==> config.mk <==
export PLATFORM = sky130hd
export DESIGN_NAME = ciois_core
export DESIGN_NICKNAME = d
export VERILOG_FILES = /design/src/design/ciois_pkg.sv /design/src/design/ciois_core.sv
export SDC_FILE = /design/constraint.sdc
export NUM_CORES = 1
export LEC_CHECK = 0
export BUFFER_PORTS_ARGS = -buffer_cell sky130_fd_sc_hd__buf_4
export CAP_MARGIN = 25
export CORE_MARGIN = 3
export CORE_UTILIZATION = 57
export CTS_CLUSTER_DIAMETER = 40
export CTS_CLUSTER_SIZE = 30
export DETAILED_ROUTE_END_ITERATION = 12
export PLACE_DENSITY = 0.83
export SETUP_SLACK_MARGIN = 0.1
export SYNTH_ARGS = -nofsm -noshare
export SYNTH_HDL_FRONTEND = slang
export SYNTH_SLANG_ARGS = --single-unit
==> constraint.sdc <==
create_clock -name ref_clk -period 3.3 [get_ports ref_clk]
set_clock_uncertainty 0.15 [all_clocks]
set_input_delay 0.33 -clock ref_clk [delete_from_list [all_inputs] [get_ports ref_clk]]
set_output_delay 0.33 -clock ref_clk [all_outputs]
set_load 0.1 [all_outputs]
==> src/design/ciois_pkg.sv <==
// package: register addresses, field positions and reset values
package ciois_pkg;
    // register addresses on the command port
    localparam logic [4:0] CIOIS_ADDR_IMASK = 5'h11;
    localparam logic [4:0] CIOIS_ADDR_PMASK = 5'h12;
    localparam logic [4:0] CIOIS_ADDR_IODATA = 5'h13;
    localparam logic [4:0] CIOIS_ADDR_SRC = 5'h14;
    // interrupt source field positions
    localparam int CIOIS_BIT_GKP = 0;
    localparam int CIOIS_BIT_RAMP = 1;
    localparam int CIOIS_BIT_OVER_TEMPERATURE_FLAG = 2;
    localparam int CIOIS_BIT_TONE = 3;
    localparam int CIOIS_BIT_LM = 4;
    // interrupt mask field positions (reserved bits kept as stored)
    localparam int CIOIS_MBIT_GKP = 0;
    localparam int CIOIS_MBIT_RAMP = 1;
    localparam int CIOIS_MBIT_OVER_TEMPERATURE_FLAG = 2;
    // reset values
    localparam logic [7:0] CIOIS_RST_IMASK = 8'hFF;
    localparam logic [7:0] CIOIS_RST_PMASK = 8'h0F;
    localparam logic [3:0] CIOIS_RST_DIR = 4'h0;
    localparam logic [3:0] CIOIS_RST_OUT = 4'h0;
    localparam logic CIOIS_RST_GKP = 1'b1;

    // command port request
    typedef struct packed {
        logic valid;
        logic write;
        logic [4:0] addr;
        logic [7:0] wdata;
    } ciois_req_t;

    // status inputs from analog units
    typedef struct packed {
        logic feed_i;
        logic feed_v;
        logic feed_r;
        logic level_meter_done;
        logic tone_detected_flag;
        logic over_temperature_flag;
        logic ramp_done;
        logic ramp_start;
        logic ground_key_polarity;
    } ciois_stat_t;
endpackage : ciois_pkg

==> src/design/ciois_core.sv <==
// channel IO pins and interrupt source status with read-to-clear
`timescale 1ns/1ns
module ciois_core
    import ciois_pkg::*;
(
    input wire logic ref_clk,
    input wire logic rst,
    input wire ciois_req_t req,
    input wire ciois_stat_t stat,
    input wire logic [3:0] pin_in,
    output logic [3:0] pin_out,
    output logic [3:0] pin_oe,
    output logic [7:0] rdata,
    output logic rvalid,
    output logic irq
);
    logic [7:0] imask_q;
    logic [7:0] pmask_q;
    logic [3:0] dir_q;
    logic [3:0] out_q;
    logic [3:0] pin_prev_q;
    logic [3:0] pin_pend_q;
    logic [4:0] src_prev_q;
    logic [4:0] src_pend_q;
    logic ramp_q;
    logic [7:0] rdata_q;
    logic rvalid_q;

    // command decode
    wire rd = req.valid && !req.write;
    wire wr = req.valid && req.write;
    wire rd_io = rd && req.addr == CIOIS_ADDR_IODATA;
    wire rd_src = rd && req.addr == CIOIS_ADDR_SRC;
    wire wr_io = wr && req.addr == CIOIS_ADDR_IODATA;
    wire wr_im = wr && req.addr == CIOIS_ADDR_IMASK;
    wire wr_pm = wr && req.addr == CIOIS_ADDR_PMASK;

    // data seen per pin: sensed level for inputs, driven level for outputs
    wire [3:0] io_view = (dir_q & out_q) | (~dir_q & pin_in);

    // current source word, bit 7 down to bit 0
    wire [7:0] src_now = {stat.feed_i, stat.feed_v, stat.feed_r,
                          stat.level_meter_done, stat.tone_detected_flag,
                          stat.over_temperature_flag, ramp_q,
                          stat.ground_key_polarity};
    wire [4:0] src_low = src_now[4:0];

    // pin change events, inputs only and unmasked
    wire [3:0] pin_ev = (pin_in ^ pin_prev_q) & ~dir_q
                        & ~pmask_q[3:0];

    // source events: rising edges, polarity any edge; feed flags excluded
    wire [4:0] rise = src_low & ~src_prev_q;
    wire [4:0] src_ev;
    assign src_ev[CIOIS_BIT_LM] = rise[CIOIS_BIT_LM];
    assign src_ev[CIOIS_BIT_TONE] = rise[CIOIS_BIT_TONE];
    assign src_ev[CIOIS_BIT_OVER_TEMPERATURE_FLAG] = rise[CIOIS_BIT_OVER_TEMPERATURE_FLAG]
        && !imask_q[CIOIS_MBIT_OVER_TEMPERATURE_FLAG];
    assign src_ev[CIOIS_BIT_RAMP] = rise[CIOIS_BIT_RAMP]
        && !imask_q[CIOIS_MBIT_RAMP];
    assign src_ev[CIOIS_BIT_GKP] = (src_low[CIOIS_BIT_GKP]
        ^ src_prev_q[CIOIS_BIT_GKP]) && !imask_q[CIOIS_MBIT_GKP];

    // pending: a new event in the clearing cycle wins over the clear
    wire [3:0] pin_pend_d = (rd_io ? 4'h0 : pin_pend_q) | pin_ev;
    wire [4:0] src_pend_d = (rd_src ? 5'h00 : src_pend_q) | src_ev;

    // read mux: unmapped addresses read zero
    wire [7:0] rmux = rd_io ? {dir_q, io_view} :
                      rd_src ? src_now :
                      (req.addr == CIOIS_ADDR_IMASK) ? imask_q :
                      (req.addr == CIOIS_ADDR_PMASK) ? pmask_q : 8'h00;

    // ramp done latches on completion, drops when a new ramp starts
    wire ramp_d = stat.ramp_start ? 1'b0
                  : (ramp_q | stat.ramp_done);

    // configuration registers
    always_ff @(posedge ref_clk or posedge rst) begin
        if (rst) begin
            imask_q <= CIOIS_RST_IMASK;
            pmask_q <= CIOIS_RST_PMASK;
            dir_q <= CIOIS_RST_DIR;
            out_q <= CIOIS_RST_OUT;
        end else begin
            if (wr_im) imask_q <= req.wdata;
            if (wr_pm) pmask_q <= req.wdata;
            if (wr_io) begin
                dir_q <= req.wdata[7:4];
                out_q <= req.wdata[3:0];
            end
        end
    end

    // history and pending state
    always_ff @(posedge ref_clk or posedge rst) begin
        if (rst) begin
            pin_prev_q <= 4'h0;
            src_prev_q <= {4'h0, CIOIS_RST_GKP};
            pin_pend_q <= 4'h0;
            src_pend_q <= 5'h00;
            ramp_q <= 1'b0;
        end else begin
            pin_prev_q <= pin_in;
            src_prev_q <= src_low;
            pin_pend_q <= pin_pend_d;
            src_pend_q <= src_pend_d;
            ramp_q <= ramp_d;
        end
    end

    // read data registered, one cycle after the request
    always_ff @(posedge ref_clk or posedge rst) begin
        if (rst) begin
            rdata_q <= 8'h00;
            rvalid_q <= 1'b0;
        end else begin
            rdata_q <= rd ? rmux : rdata_q;
            rvalid_q <= rd;
        end
    end

    assign rdata = rdata_q;
    assign rvalid = rvalid_q;
    assign pin_out = out_q;
    assign pin_oe = dir_q;
    assign irq = |pin_pend_q || |src_pend_q;

    // assertions: pin change interrupts and their clearing
    pin_irq_a: assert property (
        @(posedge ref_clk) disable iff (rst)
        (pin_ev != 4'h0) |=> irq)
        else $error("pin change did not raise irq");
    pin_quiet_a: assert property (
        @(posedge ref_clk) disable iff (rst)
        (pmask_q[3:0] | dir_q) == 4'hF && pin_pend_q == 4'h0
        |=> pin_pend_q == 4'h0)
        else $error("masked or output pin raised a pin interrupt");
    io_clear_a: assert property (
        @(posedge ref_clk) disable iff (rst)
        rd_io && pin_ev == 4'h0 |=> pin_pend_q == 4'h0)
        else $error("io read did not clear pin pending");

    // source interrupts: edges, masks and read-to-clear
    src_clear_a: assert property (
        @(posedge ref_clk) disable iff (rst)
        rd_src && src_ev == 5'h00 |=> src_pend_q == 5'h00)
        else $error("source read did not clear pending");
    lm_irq_a: assert property (
        @(posedge ref_clk) disable iff (rst)
        $rose(stat.level_meter_done) |-> ##1 irq)
        else $error("level meter done did not interrupt");
    tone_irq_a: assert property (
        @(posedge ref_clk) disable iff (rst)
        $rose(stat.tone_detected_flag) |-> ##1 irq)
        else $error("tone detect did not interrupt");
    over_temperature_flag_mask_a: assert property (
        @(posedge ref_clk) disable iff (rst)
        $rose(stat.over_temperature_flag) && !imask_q[CIOIS_MBIT_OVER_TEMPERATURE_FLAG]
        |=> src_pend_q[CIOIS_BIT_OVER_TEMPERATURE_FLAG])
        else $error("over temperature did not pend");
    // a masked cause must stay silent, or a user sees stray interrupts
    over_temperature_flag_quiet_a: assert property (
        @(posedge ref_clk) disable iff (rst)
        imask_q[CIOIS_MBIT_OVER_TEMPERATURE_FLAG] && !src_pend_q[CIOIS_BIT_OVER_TEMPERATURE_FLAG]
        |=> !src_pend_q[CIOIS_BIT_OVER_TEMPERATURE_FLAG])
        else $error("masked over temperature still pended");
    gkp_edge_a: assert property (
        @(posedge ref_clk) disable iff (rst)
        $changed(stat.ground_key_polarity) && !imask_q[CIOIS_MBIT_GKP]
        |=> src_pend_q[CIOIS_BIT_GKP])
        else $error("polarity change did not pend");
    ramp_start_a: assert property (
        @(posedge ref_clk) disable iff (rst)
        stat.ramp_start |=> !ramp_q)
        else $error("ramp done not cleared on start");
    ramp_pend_a: assert property (
        @(posedge ref_clk) disable iff (rst)
        $rose(ramp_q) && !imask_q[CIOIS_MBIT_RAMP]
        |=> src_pend_q[CIOIS_BIT_RAMP])
        else $error("ramp completion did not pend");

    // a pending cause holds irq until its own read
    irq_level_a: assert property (
        @(posedge ref_clk) disable iff (rst)
        irq && !rd_io && !rd_src |=> irq)
        else $error("irq dropped without a clearing read");

    // read answers: one-cycle rvalid and the fields of the io and source registers
    rvalid_pulse_a: assert property (
        @(posedge ref_clk) disable iff (rst)
        rd |=> rvalid)
        else $error("read not answered next cycle");
    rvalid_idle_a: assert property (
        @(posedge ref_clk) disable iff (rst)
        !rd |=> !rvalid)
        else $error("rvalid without a read");
    src_feed_a: assert property (
        @(posedge ref_clk) disable iff (rst)
        rd_src |=> rdata[7:5]
        == $past({stat.feed_i, stat.feed_v, stat.feed_r}))
        else $error("feed zone flags misreported");
    src_flags_a: assert property (
        @(posedge ref_clk) disable iff (rst)
        rd_src |=> rdata[4:0] == $past({stat.level_meter_done,
        stat.tone_detected_flag, stat.over_temperature_flag, ramp_q,
        stat.ground_key_polarity}))
        else $error("source flags misreported");
    io_dir_read_a: assert property (
        @(posedge ref_clk) disable iff (rst)
        rd_io |=> rdata[7:4] == pin_oe)
        else $error("direction bits misreported");
    // only one request per cycle, so the direction cannot move under a read
    io_data_read_a: assert property (
        @(posedge ref_clk) disable iff (rst)
        rd_io |=> rdata[3:0]
        == ((pin_out & pin_oe) | ($past(pin_in) & ~pin_oe)))
        else $error("io data bits misreported");

    // writes reach the pins on the next edge
    out_drive_a: assert property (
        @(posedge ref_clk) disable iff (rst)
        wr_io |=> pin_oe == $past(req.wdata[7:4])
        && pin_out == $past(req.wdata[3:0]))
        else $error("io write not applied to pins");
endmodule : ciois_core

* Yosys cells after proc, flatten, opt, wreduce, memory -nomap -nowiden
Index checks and enable logic that the tools add are counted.
** Word-level totals
- Bits in registers :: 52
- Input bits :: 30
- Output and inout port bits :: 18
- Logic and storage cells :: 53
** Operators by class
- Equality and inequality tests :: 4
- Mux-type cells :: 7
- Bitwise operators :: 14
- Reductions and logical operators :: 17
** Operator list (number)
- $mux 8 :: 4
- $eq 5x5->1 const B :: 4
- $and 4x4->4 :: 4
- $logic_and 1x1->1 :: 10
- $not 4->4 :: 2
- $or 4x4->4 :: 2
- $and 5x5->5 :: 1
- $mux 5 :: 1
- $not 5->5 :: 1
- $or 5x5->5 :: 1
- $reduce_or 5->1 :: 1
- $logic_not 1->1 :: 4
- $mux 4 :: 1
- $reduce_or 4->1 :: 1
- $xor 4x4->4 :: 1
- $logic_or 1x1->1 :: 1
- $mux 1 :: 1
- $or 1x1->1 :: 1
- $xor 1x1->1 :: 1

* Longest topological paths before layout
Gate-level depths: netlist of run 1.
- Word-level depth :: 5
- Mapped depth :: 6
- Gate-level depth less buffers :: 5

* Worst setup path before layout of run 1
No wires, ideal clock.
- Path kind :: input -> register
- Start point :: input req[11] in the netlist's numbering
- End point :: register pmask_q[4]
- Setup time :: 0.125 ns
- Arrival time :: 1.696 ns
- Required time :: 3.025 ns
- Slack :: 1.329 ns
- Stages :: 4
- Buffers on the path :: 1
- Cells stage by stage :: or3b_1 buf_6 nor4b_4 mux2_2
** Between the ends
- Word-level cells in the longest chain between the ends :: 2
** RTL lines
- from (decl) :: RTL line ciois_core.sv:8 : input wire ciois_req_t req,
- $eq 5x5->1 :: RTL line ciois_core.sv:36 : wire wr_pm = wr && req.addr == CIOIS_ADDR_PMASK;
- $logic_and 1x1->1 :: RTL line ciois_core.sv:36
- to (signal assigned) :: RTL line ciois_core.sv:87 : if (wr_pm) pmask_q <= req.wdata;
- to (decl) :: RTL line ciois_core.sv:18 : logic [7:0] pmask_q;
Every way passes these cells.
A chain may end at the register's enable or synchronous reset.

* Final worst setup path of run 1
- Start point :: input req[11] in the netlist's numbering
- End point :: register dir_q[2] (netlist: pin_oe[2])
** Between the ends
- Word-level cells in the longest chain between the ends :: 2
** RTL lines
- $eq 5x5->1 :: RTL line ciois_core.sv:34 : wire wr_io = wr && req.addr == CIOIS_ADDR_IODATA;
- $logic_and 1x1->1 :: RTL line ciois_core.sv:34
- to (signal assigned) :: RTL line ciois_core.sv:89 : dir_q <= req.wdata[7:4];
- to (decl) :: RTL line ciois_core.sv:19 : logic [3:0] dir_q;
Every way passes these cells.

==> impl_metrics.py, run 1 <==
metrics = {
    "status": {
        "status": "finished, final reports clean",
    },
    "drt": {
        "final_antenna_net_count": 0,
        "vias_per_cell": 5.64,
        "vias": 1668,
        "drt_pass1_iterations": 4,
        "wl_per_cell_um": 17.1,
        "initialDrtViolationCount": 127,
        "post-route-drc-count": 0,
        "wl_mm": 5.07,
    },
    "yosys": {
        "yosys_most_used_dff": "dfrtp_1",
        "synth_mux_area_share_pct": 14.1,
        "syn_area_per_cell_um2": 11.7,
        "synthDistinctLibCells": 25,
        "netlist_area_mm2": 0.00224,
        "synthXorXnorAreaFrac_pct": 1.95,
        "synthAdderAreaFrac_pct": 0,
        "netlist_instances": 191,
        "synth_edf_count": 0,
        "synth_top_family_by_area": "multiplexers",
        "synth_seq_cells": 52,
        "yosys.area_share.simple_pct": 11.6,
        "synth-seq-area-share_pct": 58.8,
        "netlist.area_leader.share_pct": 43.6,
        "yosysWarningCount": 0,
        "synth_common_cells": "39 x dfrtp_1, 28 x mux2_2, 19 x nand2_1, 19 x o21ai_0, 15 x a21oi_1",
        "async_reset_ff_share_pct": 100,
        "synth_area_leaders": "dfrtp_1 44%, dfstp_2 15%, mux2_2 14%",
        "synth.most_common_cell": "dfrtp_1",
        "synth_fp_nets": 221,
        "synth-compound-area-share_pct": 11.1,
        "yosysTopAreaCell": "dfrtp_1",
    },
    "place": {
        "place_hpwl_mm": 3.50,
        "io_buffers": 47,
        "dp_slack_ns": 0.711,
        "place_congestion": 0.790,
    },
    "floorplanning": {
        "core_area_mm2": 0.00372,
        "dieArea_mm2": 0.00472,
        "rows": 22,
        "start_util_pct": 60.3,
        "die_y_um": 68.7,
        "die_w_um": 68.7,
        "pin_count": 48,
    },
    "clock_tree": {
        "insertion_delay_ns": 0.30,
        "cts_made_buffers": 5,
        "cts.clk_slew.worst_paths_ns": 0.08,
        "cts_tree": "built",
        "clockRootBuffer": "clkbuf_8",
        "clock_sinks": 52,
        "postCtsSetupBuffers": 0,
        "clock_path_buffers": 2,
        "htree_num_levels": 2,
    },
    "run": {
        "maxCapViolations": 0,
    },
    "critical_path": {
        "ff2ff_setup_slack_ns": 1.99,
        "ff2ff_path_depth": 3,
        "path_delay_family": "simple AND/OR/NAND/NOR gates",
        "critPathLaunch": "req[11]",
        "worstPathRequired_ns": 3.34,
        "cp_max_fo": 13,
        "critPathKind": "in -> reg",
        "critPathBufInv": 1,
        "critical_path_arrival_ns": 2.34,
        "cpPeakStageDelay_ns": 0.61,
        "slowest_stage": "or3b_1",
        "endpoint_kind": "flop",
        "r2r_start": "pin_oe[0]$_DFFE_PP0P_",
        "path_cells": "buf_4, or3b_1, or2_2, nor2_2, mux2_2",
        "reg2reg_to": "rdata[0]$_DFFE_PP0P_",
        "start_kind": "input port",
    },
    "global_route": {
        "overflow": 0,
        "grt_max_degree": 37,
        "antenna_found_initial": 0,
        "grt_pass1_vias": 1734,
        "grt_util_met2_pct": 40.0,
        "grt_pass1_wl_mm": 8.07,
        "grt-busiest-layer": "met2",
        "met3_usage_pct": 4.38,
        "use_met1_pct": 29.3,
        "grt_usage_pct": 23.7,
    },
    "hold_path": {
        "hold_depth": 2,
        "hold_end": "ramp_q$_DFF_PP0_",
        "hold_start": "stat[1]",
        "hold_class": "in -> reg",
    },
    "power": {
        "p_sw_uw": 439,
        "p_leak_uw": 0.00127,
        "p_int_uw": 1000,
        "p_per_area_mw_per_mm2": 510,
        "clkPwrFrac_pct": 26.7,
        "swShare_pct": 30.5,
        "seqPwrFrac_pct": 51.5,
        "combPwrFrac_pct": 21.8,
        "ir_worst_vdd_v": 0.000424,
        "power.total_uw": 1440,
    },
    "cells_and_area": {
        "fin_nets": 277,
        "diodes": 0,
        "layout-drive-gt1-share_pct": 41.5,
        "synthToLayoutAreaGrowth_pct": 26.1,
    },
    "timing": {
        "worstMarginPinSlew_ns": 0.695,
        "period_needed_ns": 2.30,
        "final.setup.tns_ns": 0,
        "final.setup.worst_slack_ns": 1.00,
        "rsz0062_at_grt": "no",
        "setup_viol": 0,
        "maxSlewViolCount": 0,
        "fin_crit_sh_pct": 69.7,
        "hold_viol_final": 0,
        "fmax_mhz": 435,
        "max_slew_margin_pct": 53.6,
    },
}
per-stage QoR:
stage / util [%] / hold slack, ns / instances / area, um2
after detailed placement: 70.9 / 0.194 / 279 / 2640
final: 76.1 / 0.0169 / 296 / 2830
after CTS: 75.8 / 0.00228 / 295 / 2820
after floorplan: - / 0.184 / 191 / 2240
after global routing: 76.1 / 0.00667 / 296 / 2830
after global placement: 70.4 / 0.251 / 278 / 2620
cells in the final DEF, fill, tap and decap left out, drive strengths merged, types with 8 or more instances in the layout:
cell,n
buf,48
dfrtp,39
mux2,28
nand2,19
o21ai,19
a21oi,15
dfstp,13
nor2,13
dlygate4sd3,9
o31ai,8
clkbuf,8
power groups by stage:
stage	sequential, uW	combinational (uW)	clock (uW)
final	742	313	385
after global routing	750	332	418
after CTS	743	314	395
after detailed placement	755	306	0
after global placement	753	298	0
after floorplan	872	93.2	0
logic make-up (layout without fill, tap and decap cells):
kind of cell	count (synthesis)	after routing
mux	28	28
buf+inv	13	70
compound gates	44	44
simple gates	49	49
xor+xnor	5	5
flops	52	52
area by class of cell:
type                            instances  area, um2
Clock buffer                            8        100
Fill cell                             263        890
Inverter                                5       18.8
Multi-Input combinational cell        126        867
Sequential cell                        52       1320
Tap cell                               48       60.1
Timing Repair Buffer                   57        463
sequential cells by signal, indices dropped and copies added (netlist names), 5 cells and up:
name and cells:
src_pend_q 5, rdata 8, pmask_q 8, src_prev_q 5
imask_q 8
what timing repair did:
| item | 4_1_cts | 5_1_grt |
|---|---|---|
| hold buffers | 8 | 1 |
| endpoints found under the setup margin | 0 | 0 |
| endpoints found under the hold margin | 21 | 1 |
| gates resized for setup | 0 | 0 |
worst max-delay path by stage:
stage,cells past startpoint,end,slack (ns)
finish,5,pin_oe[2]$_DFFE_PP0P_,1.00
global route,5,pin_oe[2]$_DFFE_PP0P_,0.96
CTS,5,pin_oe[2]$_DFFE_PP0P_,1.02
detailed placement,5,pin_out[2]$_DFFE_PP0P_,0.71
global placement,5,pin_out[2]$_DFFE_PP0P_,0.74
floorplan,4,pmask_q[4]$_DFFE_PP0P_,1.33
metal layers:
metal,vias up,wire (um)
met4,0,108
li1,778,-
met5,-,0
met2,55,2600
met3,8,269
met1,827,2090
Power figures use the tool's default switching activity.
==> run 2, diff against run 1 <==
- CORE_UTILIZATION: 57 -> 53
- PLACE_DENSITY: 0.83 -> 0.78
- clock period: 3.3 -> 2.3 ns (I/O delays scaled with it)
==> run 2 against run 1 <==
Effect of this change:
- clock power is 29% higher
- non-clock buffer count rose by 10
- register-to-register slack got worse by 1.1 ns
- first-iteration DRC count down 39%
- sequential cell count is the same
- via count is 1.2% higher
- setup slack worse by 0.53 ns
- final cell count is 4.1% higher
- critical endpoint is now irq
- highest routed layer unchanged
==> impl_metrics.py, run 2 (synthesis gave the netlist of run 1 again) <==
metrics = {
    "place": {
        "dp_cells": 289,
        "place_congestion": 0.782,
        "place_hpwl_mm": 3.48,
        "dp_slack_ns": 0.162,
        "placed_cell_area_mm2": 0.00269,
        "io_buffers": 47,
    },
    "clock_tree": {
        "postCtsSetupBuffers": 0,
        "cts_made_buffers": 5,
        "insertion_delay_ns": 0.31,
        "cts.clk_slew.worst_paths_ns": 0.09,
        "cts_hold_buf": 11,
        "clockRootBuffer": "clkbuf_8",
        "clock_path_buffers": 2,
        "cts.repair.resized": 0,
        "clock_sinks": 52,
        "cts_tree": "built",
        "htree_num_levels": 2,
    },
    "critical_path": {
        "worstPathRequired_ns": 1.92,
        "ff2ff_setup_slack_ns": 0.88,
        "endpoint_kind": "output pin",
        "critPathKind": "reg -> out",
        "critical_path_arrival_ns": 1.45,
        "cp_max_fo": 2,
        "start_kind": "flop",
        "r2r_start": "ramp_q$_DFF_PP0_",
        "ff2ff_path_depth": 3,
        "critPathLaunch": "pin_pend_q[2]$_DFF_PP0_",
        "reg2reg_to": "ramp_q$_DFF_PP0_",
    },
    "hold_path": {
        "hold_end": "pmask_q[7]$_DFFE_PP0P_",
        "hold_start": "req[7]",
        "hold_depth": 2,
        "hold_class": "in -> reg",
    },
    "timing": {
        "rsz0062_at_grt": "no",
        "final.setup.tns_ns": 0,
        "fin_crit_sh_pct": 79.6,
        "hold_viol_final": 0,
        "setup_viol": 0,
        "period_needed_ns": 1.83,
        "maxSlewViolCount": 0,
        "worstMarginPinSlew_ns": 0.646,
        "fmax_mhz": 546,
        "final.setup.worst_slack_ns": 0.468,
        "max_slew_margin_pct": 56.9,
    },
    "floorplanning": {
        "core_area_mm2": 0.00403,
        "pin_count": 48,
        "rows": 23,
        "die_y_um": 71.0,
        "start_util_pct": 55.6,
        "dieArea_mm2": 0.00504,
        "die_w_um": 71.0,
    },
    "status": {
        "status": "finished, final reports clean",
    },
    "cells_and_area": {
        "stdcell_area_mm2": 0.00288,
        "final_cells": 308,
        "layout-drive-gt1-share_pct": 42.6,
        "final_cell_mix": "56 x buf_4, 39 x dfrtp_1, 28 x mux2_2",
        "diodes": 0,
        "final_common_cell": "buf_4",
        "final_util_pct": 71.4,
        "synthToLayoutAreaGrowth_pct": 28.4,
        "fin_nets": 287,
    },
    "drt": {
        "post-route-drc-count": 0,
        "vias": 1688,
        "vias_per_cell": 5.48,
        "final_antenna_net_count": 0,
        "wl_per_cell_um": 16.2,
        "drt_pass1_iterations": 4,
        "initialDrtViolationCount": 77,
        "wl_mm": 4.99,
    },
    "power": {
        "ir_worst_vdd_v": 0.000466,
        "p_per_area_mw_per_mm2": 700,
        "p_leak_uw": 0.00131,
    },
    "global_route": {
        "grt_max_degree": 53,
        "antenna_found_initial": 0,
        "grt_pass1_wl_mm": 8.36,
        "grt_usage_pct": 21.2,
        "grt_pass1_vias": 1716,
        "overflow": 0,
    },
    "run": {
        "maxCapViolations": 0,
    },
}
==> run 2: cell count changes in the layout (fill, tap and decap cells not counted), sizes merged <==
cell         before  now
buf              48   56
dlygate4sd3       9   11
clkbuf            8    7
clkinv            0    1
==> run 2: how the worst max path moves through the flow <==
stage | endpoint
after global placement | pin_out[0]$_DFFE_PP0P_
after detailed placement | pin_out[0]$_DFFE_PP0P_
after CTS | irq
final | irq
after global routing | pmask_q[4]$_DFFE_PP0P_
after floorplan | pmask_q[4]$_DFFE_PP0P_
==> run 2: layout make-up <==
class | instances | area (um2)
Inverter | 5 | 18.8
Fill cell | 302 | 1150
Timing Repair Buffer | 67 | 531
Tap cell | 50 | 62.6
Multi-Input combinational cell | 126 | 867
Clock buffer | 7 | 76.3
Sequential cell | 52 | 1320
Clock inverter | 1 | 5.00
==> run 2: worst max-delay path: stages (launching register included) <==
cell and delay, ns:
dfrtp_1 0.41, nor4_1 0.36, nand3_1 0.13, buf_4 0.25
==> run 2: power breakdown <==
part,switching [uW],internal [uW]
registers,57.0,1010
clock network,281,214
logic,297,156
total,636,1380
==> run 2: routing by layer <==
| metal | GRT usage [%] | vias up | wire [um] |
|---|---|---|---|
| li1 | - | 800 | - |
| met1 | 31.0 | 837 | 2300 |
| met2 | 32.0 | 44 | 2350 |
| met3 | 4.26 | 7 | 239 |
| met4 | 7.10 | 0 | 95 |
| met5 | 0 | - | 0 |
==> run 2: per-stage QoR <==
stage	total power (uW)	hold slack, ns
4_1_cts	2030	0.0192
6_report	2020	0.0233
2_1_floorplan	1380	0.0845
3_3_place_gp	1520	0.211
5_1_grt	2100	0.0208
3_5_place_dp	1520	0.213
